<file path="src/include/analog_sel_pkg.sv">
// Constants shared by the analog source selector and its input filter.
// Assumes a 32-bit APB with byte addresses and a 200 MHz clock.
package analog_sel_pkg;

  // Register byte offsets
  localparam logic [7:0] CFG_OFF        = 8'h00;
  localparam logic [7:0] STATUS_OFF     = 8'h04;
  localparam logic [7:0] OUT_ASSIGN_OFF = 8'h08;
  localparam logic [7:0] CMD_OFF        = 8'h0c;

  // Configuration field positions
  localparam int FREQ_SRC_LSB = 0;
  localparam int RUN_SRC_LSB  = 4;
  localparam int SEL_MODE_BIT = 8;
  localparam int AUX_MODE_LSB = 10;
  localparam int SEL_ASG_BIT  = 12;
  localparam int FILTER_LSB   = 16;

  // Reset values
  localparam logic [2:0] FREQ_SRC_RST = 3'h1;
  localparam logic [2:0] RUN_SRC_RST  = 3'h1;
  localparam logic       SEL_MODE_RST = 1'b0;
  localparam logic [1:0] AUX_MODE_RST = 2'h0;
  localparam logic       SEL_ASG_RST  = 1'b1;
  localparam logic [4:0] FILTER_RST   = 5'h08;
  localparam logic [7:0] OUT_CODE_RST = 8'h00;

  // Setting codes
  localparam logic [2:0] RUN_SRC_KEYPAD = 3'h2;
  localparam logic [2:0] FREQ_SRC_ANALOG = 3'h1;
  localparam logic [7:0] RUN_MON_CODE   = 8'h1b;
  localparam logic [4:0] FILTER_MIN     = 5'h01;
  localparam logic [4:0] FILTER_MAX     = 5'h1e;
  localparam int         FILTER_SHIFT   = 2;

  typedef enum logic [1:0] {
    AUX_BIPOLAR   = 2'b00,
    AUX_UNIPOLAR  = 2'b01,
    AUX_REVERSE   = 2'b10,
    AUX_NO_TRIM   = 2'b11
  } aux_mode_t;

  typedef enum logic [1:0] {
    SRC_VOLT = 2'b00,
    SRC_CUR  = 2'b01,
    SRC_BIP  = 2'b10,
    SRC_SUM  = 2'b11
  } main_src_t;

endpackage

</file>
<file path="src/include/filt_if.sv">
// Carries raw samples and the filter setting to the filter, results back.
// Assumes both ends run on the same clock.
interface filt_if;
  logic [4:0]       setting;
  logic [2:0][11:0] raw;
  logic [2:0][11:0] filt;
  modport core (output setting, output raw, input filt);
  modport flt  (input setting, input raw, output filt);
endinterface

</file>
<file path="src/design/sample_filter.sv">
// Shared sampling filter for the three analog channels.
// Assumes samples arrive on clk and the setting lies in its legal range.
module sample_filter (
  input  wire logic clk,
  input  wire logic nrst,
  filt_if.flt       f
);
  typedef struct packed {
    logic [4:0]       div;
    logic [2:0][11:0] y;
  } flt_state_t;

  flt_state_t st_reg;
  flt_state_t st_next;
  logic signed [12:0] diff;

  always_comb begin
    diff    = 13'sh0;
    st_next = st_reg;
    // Update rate falls as the setting grows
    if (st_reg.div + 5'h01 >= f.setting) begin
      st_next.div = 5'h00;
      for (int i = 0; i < 3; i++) begin
        diff = $signed({f.raw[i][11], f.raw[i]}) - $signed({st_reg.y[i][11], st_reg.y[i]});
        st_next.y[i] = st_reg.y[i] + 12'(diff >>> analog_sel_pkg::FILTER_SHIFT);
      end
    end else begin
      st_next.div = st_reg.div + 5'h01;
    end
  end

  always_ff @(posedge clk) begin
    if (!nrst) begin
      st_reg <= '0;
    end else begin
      st_reg <= st_next;
    end
  end

  assign f.filt = st_reg.y;
endmodule

</file>
<file path="src/design/analog_input_source_selector.sv">
// Analog input source selector with APB register file and run source monitor.
// Assumes ADC samples are synchronous to clk; the selector pin is asynchronous.
//
// Overview of operation
// - Monitor on only when run source is keypad.
// - Output code 27 selects the run monitor.
// - Network writes cannot assign or remove monitor.
// - Network may still read monitor assignments.
// - Selector off gives voltage, on gives current.
// - Analog command used only with source 01.
// - One filter setting 1..30 for all inputs.
// - Modes and selector choose main, trim, reverse.
// - Trim only where allowed, never modes 00/03.
// - Reverse only where allowed; sign sets direction.
// - Selector mode 01 on: bipolar main, no trim.
// - Unassigned selector: modes 01-03 sum volt+current.
// - Unassigned selector ignores the selector mode.
// - Bipolar input acts alone or as offset.
//
// Design decisions made here: the APB interface to the registers and the address map.
module analog_input_source_selector #(
  parameter int N_OUT = 3
) (
  input  wire logic               clk,
  input  wire logic               nrst,
  input  wire logic               psel,
  input  wire logic               penable,
  input  wire logic               pwrite,
  input  wire logic [7:0]         paddr,
  input  wire logic [31:0]        pwdata,
  output logic      [31:0]        prdata,
  output logic                    pready,
  output logic                    pslverr,
  input  wire logic               net_write,
  input  wire logic [9:0]         voltage_in,
  input  wire logic [9:0]         current_in,
  input  wire logic [10:0]        bipolar_trim_input,
  input  wire logic               analog_type_selector,
  output logic      [13:0]        freq_cmd,
  output logic                    reverse_dir,
  output logic                    trim_active,
  output logic                    reverse_avail,
  output logic                    cmd_from_analog,
  output logic      [N_OUT-1:0]   out_term
);

  typedef struct packed {
    logic                       main_src;
    logic                       trim;
    logic                       rev;
  } dummy_t;

  typedef struct packed {
    analog_sel_pkg::main_src_t  main_src;
    logic                       trim;
    logic                       rev;
  } route_t;

  typedef struct packed {
    logic                       at_meta;
    logic                       at_sync;
    logic [2:0]                 freq_src;
    logic [2:0]                 run_src;
    logic                       sel_mode;
    logic [1:0]                 aux_mode;
    logic                       sel_asg;
    logic [4:0]                 filter;
    logic [N_OUT-1:0][7:0]      out_code;
    logic                       pready;
    logic                       pslverr;
    logic [31:0]                prdata;
    logic [13:0]                freq_cmd;
    logic                       reverse_dir;
    logic                       trim_active;
    logic                       reverse_avail;
    logic                       cmd_from_analog;
    analog_sel_pkg::main_src_t  main_src;
    logic [N_OUT-1:0]           out_term;
  } state_t;

  state_t             st_reg;
  state_t             st_next;
  route_t             rt;
  logic signed [13:0] v_val;
  logic signed [13:0] c_val;
  logic signed [13:0] b_val;
  logic signed [13:0] main_val;
  logic signed [13:0] total;
  logic               access;
  logic               refuse;
  logic [31:0]        rd;
  logic [N_OUT-1:0][7:0] new_code;

  filt_if fl ();

  sample_filter u_filter (
    .clk  (clk),
    .nrst (nrst),
    .f    (fl.flt)
  );

  // Decode of the selection table
  function automatic route_t route(
    input logic [1:0] aux,
    input logic       mode,
    input logic       asg,
    input logic       at
  );
    route_t r;
    r.main_src = analog_sel_pkg::SRC_VOLT;
    r.trim     = 1'b0;
    r.rev      = 1'b0;
    if (!asg) begin
      unique case (aux)
        analog_sel_pkg::AUX_BIPOLAR: begin
          r.main_src = analog_sel_pkg::SRC_BIP;
          r.rev      = 1'b1;
        end
        analog_sel_pkg::AUX_UNIPOLAR: begin
          r.main_src = analog_sel_pkg::SRC_SUM;
          r.trim     = 1'b1;
        end
        analog_sel_pkg::AUX_REVERSE: begin
          r.main_src = analog_sel_pkg::SRC_SUM;
          r.trim     = 1'b1;
          r.rev      = 1'b1;
        end
        analog_sel_pkg::AUX_NO_TRIM: begin
          r.main_src = analog_sel_pkg::SRC_SUM;
        end
      endcase
    end else if (mode && at) begin
      r.main_src = analog_sel_pkg::SRC_BIP;
      r.rev      = 1'b1;
    end else begin
      r.main_src = at ? analog_sel_pkg::SRC_CUR : analog_sel_pkg::SRC_VOLT;
      r.trim = (aux == analog_sel_pkg::AUX_UNIPOLAR) || (aux == analog_sel_pkg::AUX_REVERSE);
      r.rev  = (aux == analog_sel_pkg::AUX_REVERSE);
    end
    return r;
  endfunction

  always_comb begin
    st_next = st_reg;

    // Selector pin synchroniser
    st_next.at_meta = analog_type_selector;
    st_next.at_sync = st_reg.at_meta;

    // Samples into the filter
    fl.setting = st_reg.filter;
    fl.raw[0]  = {2'b00, voltage_in};
    fl.raw[1]  = {2'b00, current_in};
    fl.raw[2]  = {bipolar_trim_input[10], bipolar_trim_input};

    // Selection and command, every cycle
    rt    = route(st_reg.aux_mode, st_reg.sel_mode, st_reg.sel_asg, st_reg.at_sync);
    v_val = $signed({{2{fl.filt[0][11]}}, fl.filt[0]});
    c_val = $signed({{2{fl.filt[1][11]}}, fl.filt[1]});
    b_val = $signed({{2{fl.filt[2][11]}}, fl.filt[2]});
    if (!rt.rev && b_val < 14'sh0) begin
      b_val = 14'sh0;
    end
    unique case (rt.main_src)
      analog_sel_pkg::SRC_VOLT: main_val = v_val;
      analog_sel_pkg::SRC_CUR:  main_val = c_val;
      analog_sel_pkg::SRC_BIP:  main_val = b_val;
      analog_sel_pkg::SRC_SUM:  main_val = v_val + c_val;
    endcase
    total = rt.trim ? main_val + b_val : main_val;

    st_next.main_src        = rt.main_src;
    st_next.trim_active     = rt.trim;
    st_next.reverse_avail   = rt.rev;
    st_next.cmd_from_analog = (st_reg.freq_src == analog_sel_pkg::FREQ_SRC_ANALOG);
    if (st_next.cmd_from_analog) begin
      st_next.freq_cmd    = total;
      st_next.reverse_dir = total < 14'sh0;
    end else begin
      st_next.freq_cmd    = 14'h0000;
      st_next.reverse_dir = 1'b0;
    end

    // Intelligent output terminals
    for (int i = 0; i < N_OUT; i++) begin
      st_next.out_term[i] = (st_reg.out_code[i] == analog_sel_pkg::RUN_MON_CODE)
                            && (st_reg.run_src == analog_sel_pkg::RUN_SRC_KEYPAD);
    end

    // Write legality
    refuse = 1'b0;
    for (int i = 0; i < N_OUT; i++) begin
      new_code[i] = pwdata[8*i +: 8];
    end
    unique case (paddr)
      analog_sel_pkg::CFG_OFF: begin
        refuse = pwrite && (pwdata[analog_sel_pkg::FILTER_LSB +: 5] < analog_sel_pkg::FILTER_MIN
              || pwdata[analog_sel_pkg::FILTER_LSB +: 5] > analog_sel_pkg::FILTER_MAX);
      end
      analog_sel_pkg::OUT_ASSIGN_OFF: begin
        for (int i = 0; i < N_OUT; i++) begin
          if (pwrite && net_write
              && ((st_reg.out_code[i] == analog_sel_pkg::RUN_MON_CODE)
               != (new_code[i] == analog_sel_pkg::RUN_MON_CODE))) begin
            refuse = 1'b1;
          end
        end
      end
      analog_sel_pkg::STATUS_OFF,
      analog_sel_pkg::CMD_OFF: begin
        refuse = pwrite;
      end
      default: begin
        refuse = 1'b1;
      end
    endcase

    // Read data
    rd = 32'h0000_0000;
    unique case (paddr)
      analog_sel_pkg::CFG_OFF: begin
        rd[analog_sel_pkg::FREQ_SRC_LSB +: 3] = st_reg.freq_src;
        rd[analog_sel_pkg::RUN_SRC_LSB +: 3]  = st_reg.run_src;
        rd[analog_sel_pkg::SEL_MODE_BIT]      = st_reg.sel_mode;
        rd[analog_sel_pkg::AUX_MODE_LSB +: 2] = st_reg.aux_mode;
        rd[analog_sel_pkg::SEL_ASG_BIT]       = st_reg.sel_asg;
        rd[analog_sel_pkg::FILTER_LSB +: 5]   = st_reg.filter;
      end
      analog_sel_pkg::STATUS_OFF: begin
        rd[1:0] = st_reg.main_src;
        rd[2]   = st_reg.trim_active;
        rd[3]   = st_reg.reverse_avail;
        rd[4]   = st_reg.cmd_from_analog;
        rd[5]   = st_reg.at_sync;
        rd[6]   = st_reg.run_src == analog_sel_pkg::RUN_SRC_KEYPAD;
        rd[7]   = st_reg.reverse_dir;
      end
      analog_sel_pkg::OUT_ASSIGN_OFF: begin
        for (int i = 0; i < N_OUT; i++) begin
          rd[8*i +: 8] = st_reg.out_code[i];
        end
      end
      analog_sel_pkg::CMD_OFF: begin
        rd[13:0] = st_reg.freq_cmd;
      end
      default: begin
        rd = 32'h0000_0000;
      end
    endcase

    // APB slave, one wait state
    access = psel && penable;
    if (access && !st_reg.pready) begin
      st_next.pready  = 1'b1;
      st_next.pslverr = refuse;
      st_next.prdata  = pwrite ? 32'h0000_0000 : rd;
    end else begin
      st_next.pready  = 1'b0;
      st_next.pslverr = 1'b0;
      st_next.prdata  = 32'h0000_0000;
    end
    if (access && st_reg.pready && pwrite && !st_reg.pslverr) begin
      unique case (paddr)
        analog_sel_pkg::CFG_OFF: begin
          st_next.freq_src = pwdata[analog_sel_pkg::FREQ_SRC_LSB +: 3];
          st_next.run_src  = pwdata[analog_sel_pkg::RUN_SRC_LSB +: 3];
          st_next.sel_mode = pwdata[analog_sel_pkg::SEL_MODE_BIT];
          st_next.aux_mode = pwdata[analog_sel_pkg::AUX_MODE_LSB +: 2];
          st_next.sel_asg  = pwdata[analog_sel_pkg::SEL_ASG_BIT];
          st_next.filter   = pwdata[analog_sel_pkg::FILTER_LSB +: 5];
        end
        analog_sel_pkg::OUT_ASSIGN_OFF: begin
          st_next.out_code = new_code;
        end
        default: begin
          st_next.filter = st_reg.filter;
        end
      endcase
    end
  end

  always_ff @(posedge clk) begin
    if (!nrst) begin
      st_reg          <= '0;
      st_reg.freq_src <= analog_sel_pkg::FREQ_SRC_RST;
      st_reg.run_src  <= analog_sel_pkg::RUN_SRC_RST;
      st_reg.sel_mode <= analog_sel_pkg::SEL_MODE_RST;
      st_reg.aux_mode <= analog_sel_pkg::AUX_MODE_RST;
      st_reg.sel_asg  <= analog_sel_pkg::SEL_ASG_RST;
      st_reg.filter   <= analog_sel_pkg::FILTER_RST;
      st_reg.out_code <= {N_OUT{analog_sel_pkg::OUT_CODE_RST}};
    end else begin
      st_reg <= st_next;
    end
  end

  assign prdata          = st_reg.prdata;
  assign pready          = st_reg.pready;
  assign pslverr         = st_reg.pslverr;
  assign freq_cmd        = st_reg.freq_cmd;
  assign reverse_dir     = st_reg.reverse_dir;
  assign trim_active     = st_reg.trim_active;
  assign reverse_avail   = st_reg.reverse_avail;
  assign cmd_from_analog = st_reg.cmd_from_analog;
  assign out_term        = st_reg.out_term;

endmodule

</file>
<file path="config.mk">
export PLATFORM = sky130hd
export DESIGN_NAME = analog_input_source_selector
export DESIGN_NICKNAME = d
export VERILOG_FILES = /design/src/include/analog_sel_pkg.sv /design/src/include/filt_if.sv /design/src/design/sample_filter.sv /design/src/design/analog_input_source_selector.sv
export SDC_FILE = /design/constraint.sdc
export NUM_CORES = 1
export LEC_CHECK = 0
export ABC_AREA = 1
export CAP_MARGIN = 20
export CORE_ASPECT_RATIO = 0.9
export CORE_MARGIN = 5
export CORE_UTILIZATION = 65
export DETAILED_ROUTE_END_ITERATION = 12
export DONT_BUFFER_PORTS = 1
export PLACE_DENSITY_LB_ADDON = 0.12
export SYNTH_ARGS = -nofsm -noshare
export SYNTH_HDL_FRONTEND = slang
export SYNTH_SLANG_ARGS = --single-unit
</file>
<file path="constraint.sdc">
create_clock -name clk -period 3.72 [get_ports clk]
set_input_delay 0.186 -clock clk [delete_from_list [all_inputs] [get_ports clk]]
set_output_delay 0.186 -clock clk [all_outputs]
set_load 0.02 [all_outputs]
</file>
# Yosys cells after proc, flatten, opt, wreduce, memory -nomap -nowiden
# Index checks and enable logic that the tools add are counted.
[totals]
ff_bits = 139
latchBits = 0
mem_bits_rw = 0
mem_bits_ro = 0
input_bits = 78
out_inout_bits = 55
wordCells = 126
mem_count = 0
[classes]
add_sub_neg = 9
multipliers = 0
div_mod_pow = 0
n_lt_le_gt_ge = 5
eq_ne = 20
shifts = 0
muxes = 28
bitwise = 3
reduce_logical = 34
[ops]
columns = ["cell", "count"]
rows = [
  ["14-bit one-hot mux with 4 select lines", 1],
  ["8-bit by 5-bit == test with 1-bit output, second input constant", 6],
  ["11-bit by 12-bit subtractor with 13-bit output", 3],
  ["12-bit adder", 3],
  ["34-bit 2-to-1 mux", 1],
  ["14-bit 2-to-1 mux", 2],
  ["24-bit 2-to-1 mux", 1],
  ["3-bit one-hot mux with 4 select lines", 2],
  ["8-bit by 4-bit == test with 1-bit output, second input constant", 2],
  ["1-bit logical AND", 15],
  ["14-bit adder", 1],
  ["14-bit by 1-bit less-than comparator with 1-bit output, second input constant", 1],
  ["12-bit by 12-bit adder with 13-bit output", 1],
  ["12-bit by 1-bit less-than comparator with 1-bit output, second input constant", 1],
  ["1-bit one-hot mux with 3 select lines", 4],
  ["5-bit one-hot mux with 2 select lines", 1],
  ["3-bit one-hot mux with 3 select lines", 1],
  ["2-bit == test, second input constant", 4],
  ["8-bit by 3-bit == test with 1-bit output, second input constant", 1],
  ["8-bit logical NOT", 1],
  ["1-bit 2-to-1 mux", 8],
  ["2-bit AND reduction", 4],
  ["2-bit OR reduction", 4],
  ["3-bit OR reduction", 2],
  ["other kinds (18)", 29],
]

# Depth between registers and ports, before layout
[depth]
ltp_word = 11
depth_mapped = 25

# Cells and area by module
# Synthesis repeated with hierarchy kept, for this count alone.
[hier_totals]
cells_unflattened = 1597
area_unflattened_um2 = 10820.4
[by_module_without_submodules]
columns = ["module", "instances", "cells_each", "area_per_inst_um2", "seq_area_each_um2"]
rows = [
  ["analog_input_source_selector", 1, 845, 5819.3, 1781.7],
  ["sample_filter", 1, 752, 5001.0, 820.8],
]

# Worst setup path after synthesis
# OpenSTA, ideal clock, no wires.
[synth_path]
path_type = "reg2reg"
start = "reg u_filter.st_reg, in the netlist u_filter.f.filt[0]"
end = "reg st_reg, in the netlist freq_cmd[11]"
setup_ns = 0.130
arrival_ns = 2.822
slack_ns = 0.768
stages_incl_launch_ff = 22
period_less_slack_ns = 2.952
path_cell_list = "dfxtp_1 > ha_1 > inv_1 > fa_1 > nand3b_1 > nand2_1 > nand2_1 > nand3_1 > nand2_1 > nand2_1 > nand2_1 > nand3_1 > nand2_1 > nand2_1 > inv_1 > ha_1 > a21oi_1 > a21boi_0 > nand3_1 > xor2_1 > o21ai_0 > a21oi_1"
[synth_between]
elab_chain_cells = 4
[synth_lines]
columns = ["item", "line_no", "source"]
rows = [
  ["start, declared", "sample_filter.sv:13", "flt_state_t st_reg;"],
  ["start signal, assigned", "sample_filter.sv:36", "st_reg <= st_next;"],
  ["12-bit by 12-bit adder with 13-bit output", "analog_input_source_selector.sv:168", "analog_sel_pkg::SRC_SUM: main_val = v_val + c_val;"],
  ["14-bit one-hot mux with 4 select lines (*)", "analog_input_source_selector.sv:164", "unique case (rt.main_src)"],
  ["14-bit adder", "analog_input_source_selector.sv:170", "total = rt.trim ? main_val + b_val : main_val;"],
  ["14-bit 2-to-1 mux (*)", "analog_input_source_selector.sv:170", ""],
  ["end signal, assigned", "analog_input_source_selector.sv:293", "st_reg <= st_next;"],
  ["end, declared", "analog_input_source_selector.sv:81", "state_t st_reg;"],
]
# Every way passes the cells marked *; elsewhere a longest branch is shown, timed or not.
# A chain may end at the register's enable or synchronous reset.

# Worst setup path in the final report
[layout_path]
start = "reg st_reg[86] (netlist name)"
end = "reg st_reg, in the netlist freq_cmd[12]"
[layout_between]
elab_chain_cells = 7
elab_cells_between_ends = 11
[layout_lines]
columns = ["item", "line_no", "source"]
rows = [
  ["4-bit 2-to-1 mux (*)", "analog_input_source_selector.sv:113", "if (!asg) begin"],
  ["1-bit logical NOT", "analog_input_source_selector.sv:161", "if (!rt.rev && b_val < 14'sh0) begin"],
  ["1-bit logical AND", "analog_input_source_selector.sv:161", ""],
  ["14-bit 2-to-1 mux", "analog_input_source_selector.sv:161", ""],
  ["14-bit one-hot mux with 4 select lines", "analog_input_source_selector.sv:164", ""],
  ["14-bit adder", "analog_input_source_selector.sv:170", ""],
  ["14-bit 2-to-1 mux (*)", "analog_input_source_selector.sv:170", ""],
]
# Marks and branches as above.

==> implementation parameters <==
Parameter                              Value

Run status
  Result of the run    completed

Power and ir drop
  Internal portion of total power    roughly 2.6 mW
  Ratio of total power to cell area    348 mW/mm^2
  Leakage power total    5.03 nW
  Switch Pwr    1.11 mW
  Portion of total power attributed to the clock network    43.1%
  Sequential fraction of design power    approximately 40%
  Switching fraction of total power    30.1%
  Total power of the final layout    around 3.7 mW
  Combinational share of power    17.6%
  Worst VDD drop    0.000338 V

STA
  Time the worst path needs with I/O delays and setup    3.41 ns
  Worst-case headroom to the max-slew limit    between 40% and 50%
  Worst-Margin Slew    0.776 ns
  Final count of pins violating max slew    0
  Max Clk Rate    293 MHz
  Endpoints failing hold    0
  Aggregate negative setup slack    0 ns
  Worst clock skew    0.00902 ns
  RSZ-0062 raised after global routing    false
  Share of the clock period used by the worst path after layout    91.6%
  Final Setup Violations    0

Cells and area
  Synth-to-Final Area Change    6.36%
  Largest register FFs    37
  Final standard cell area without fillers    0.0106 mm^2
  Final net count    around 1600
  Proportion of layout cells with a drive suffix above 1    4.71%
  Final standard cell count with taps included and fillers excluded    about 1600
  Antenna cell count    0

Global routing
  Overall global routing resource usage    30.1%
  Largest net degree at the start of global routing    58
  Aggregate global routing overflow    0
  First-pass GRT wire length    43.8 mm
  Vias in the first global route    8765
  Initial antenna violation count    0

Routing
  Met2 layer wire length in the routed design    between 10 and 15 mm
  Pre-Repair DR Iteration Count    6
  Met3 wire length    roughly 2.8 mm
  Routed wirelength normalized by instance count    16.5 um
  M1 wire length    12.5 mm
  Total vias in the final route    between 9000 and 10000
  Detailed-route DRC error count    0
  Top Metal Used    met4
  Vias per inst    5.83
  First DRT Iteration DRCs    907
  Post-route ant nets    0
  Routed wire length    ~27 mm

Setup path
  Largest fanout on the critical path    13
  Data arrival at the endpoint of the critical path    3.76 ns
  Sum of buffers and inverters on the critical path    3
  Critical setup path kind    reg -> reg
  Setup crit end kind    flop
  Slowest stage cell on the critical path    fa_1
  Data required time of the critical path    4.07 ns
  Ordered cell list for the critical path    inv_2 -> nor2_4 -> clkinv_2 -> o211ai_2 -> nor2_2 -> nand2_1 -> o2111ai_2 -> o21ai_2 -> inv_1 -> ha_1 -> fa_1 -> nand3_1 -> nand2_1 -> nand2_1 -> nand2_1 -> nand2_1 -> nand3_1 -> nand2_1 -> nand3_1 -> a21oi_1
  Highest cell delay on the worst timing path    0.43 ns
  Top delay family on crit path    simple AND/OR/NAND/NOR gates
  Type of element launching the critical path    flop
  Critical Path Most Common Cell    nand2_1

Clock network
  Hold-fix buffers at CTS    31
  Clock transition at the registers of the reported paths    around 0.060 ns
  Maximum level of the CTS H-tree    4
  Clock root buffer    clkbuf_16
  TritonCTS clock tree    yes
  Clock latency at the later pin of the worst-skew pair    0.43 ns
  Number of clock buffers inserted by TritonCTS    17
  # clock sinks    130
  CTS-repair resized insts    0
  Total setup buffers inserted after CTS    0
  Maximum buffer depth of the clock tree    2

Placement
  Port Buffer Count    0
  HPWL after DPL    20.1 mm
  Post-placement cell count    1583
  Placement Cell Area    just under 0.01 mm^2
  Final weighted congestion in routability-driven placement    0.943

Yosys
  Total standard cell area after synthesis    0.0100 mm^2
  Complex-gate fraction of the synthesized area    18.7%
  Yosys warnings    0
  Area share of and/or/nand/nor cells after synthesis    23.5%
  Synthesized instance count    1449
  Portion of netlist area occupied by mux cells    0%
  Number of enable-type register cells in the synthesized netlist    0
  Synth Area per Inst    6.90 um^2
  Sequential share of the synthesized area    26.0%
  Largest family of logic cells by synthesized area    simple AND/OR/NAND/NOR gates
  Post-synth top flop    dfxtp_1
  Number of distinct library cells after synthesis    59
  Post-Synth Adder-Cell Area    between 10% and 20%
  Fraction of registers with async set or reset after synthesis    0%
  Register bit total from synthesis    130
  Xor and xnor fraction of the mapped netlist area    4.90%

Die
  Floorplan row count    43
  Die height    128 um
  Die width    141 um
  I/O pin count    133
  Core box area    0.0153 mm^2
  Overall die area    0.0180 mm^2
  Initial Utilization    between 60% and 70%

Flow run
  Number of violations of the max-capacitance limit    0

Min path
  Tightest Hold Check Type    in -> reg
-- worst reg2reg max path, delay by kind of cell (launching register included) --
family | cells | cell delay (ns)
and+or+nand+nor | 11 | 1.27
adders and majority gates | 2 | 0.67
AOI/OAI and AO/OA | 4 | 0.54
buffers and inverters | 3 | 0.45
DFF | 1 | 0.42
-- power groups by stage --
stage / Sequential (mW) / Clock (mW) / Combinational, mW
after floorplan: 1.46 / 0 / 0.524
after global placement: 1.48 / 0 / 0.588
after CTS: 1.45 / 1.61 / 0.642
after detailed placement: 1.48 / 0 / 0.597
final: 1.45 / 1.60 / 0.653
after global routing: 1.45 / 1.67 / 0.740
-- kinds of logic (layout without fill, tap and decap cells) --
family,after synthesis,in the layout
other,1,8
buffers and inverters,303,291
xor gates and xnor gates,56,56
AOI/OAI and AO/OA,325,325
adders and majority gates,100,100
and+or+nand+nor,534,534
DFF,130,130
-- final timing paths --
| kind | start | endpoint | slack (ns) | cells past startpoint |
|---|---|---|---|---|
| min | pwdata[17] | fl.setting[1] | 0.01 | 2 |
| max reg2reg | st_reg[86] | freq_cmd[12] | 0.31 | 20 |
| max | st_reg[86] | freq_cmd[12] | 0.31 | 20 |
| min reg2reg | st_next[96] | st_reg[96] | 0.43 | 2 |
-- cells in the final DEF, fill, tap and decap left out, drive strengths merged, types with 3 or more instances in the layout --
| cell | count |
|---|---|
| a21o | 4 |
| clkinv | 10 |
| o211ai | 11 |
| xor2 | 30 |
| a221oi | 17 |
| nand2 | 276 |
| nand3 | 95 |
| o31ai | 3 |
| o22ai | 22 |
| dfxtp | 130 |
| or2 | 6 |
| xnor2 | 26 |
| ha | 95 |
| a22oi | 3 |
| nor2 | 109 |
| nor3 | 14 |
| o21bai | 13 |
| fa | 5 |
| nand3b | 3 |
| a21oi | 130 |
| nand4 | 28 |
| dlygate4sd3 | 30 |
| clkinvlp | 4 |
| buf | 4 |
| o21ai | 101 |
| clkbuf | 17 |
| a31oi | 9 |
| conb | 8 |
| inv | 225 |
-- layout make-up --
type | instances | area (um^2)
fill | 1358 | 4640
sequential | 130 | 2600
timing repair buffer | 34 | 343
tap | 202 | 253
clock inverter | 15 | 133
multi-input combinational | 1023 | 6030
clock buffer | 17 | 425
inverter | 225 | 852
-- metrics by stage --
step | hold slack, ns | utilization, % | worst slack (ns)
2_1_floorplan | 0.284 | - | 0.768
3_3_place_gp | 0.300 | 63.9 | 0.375
3_5_place_dp | 0.299 | 63.9 | 0.345
4_1_cts | 0.000617 | 69.6 | 0.335
5_1_grt | 0.0145 | 69.6 | 0.0390
6_report | 0.0141 | 69.6 | 0.312
-- layer usage --
metal,global-route usage [%],vias to the layer above
met5,0,-
met4,6.55,0
met3,8.91,61
met2,46.2,448
met1,42.1,4333
li1,-,4751
-- cells in the mapped netlist (all sizes together), types with 3 or more instances --
cell type / number / area [um^2]
nand2: 276 / 1060
inv: 220 / 826
a21oi: 130 / 654
dfxtp: 130 / 2600
nor2: 109 / 422
o21ai: 101 / 509
ha: 95 / 1190
nand3: 95 / 485
buf: 70 / 514
xor2: 30 / 263
nand4: 28 / 205
xnor2: 26 / 228
o22ai: 22 / 138
a221oi: 17 / 149
nor3: 14 / 81.3
o21bai: 13 / 97.6
o211ai: 11 / 87.6
a31oi: 9 / 56.3
clkbuf: 8 / 30.0
or2: 6 / 40.0
clkinv: 5 / 26.3
fa: 5 / 100
a21o: 4 / 30.0
a22oi: 3 / 22.5
nand3b: 3 / 22.5
o31ai: 3 / 22.5
(Power assumes the default switching activity.)
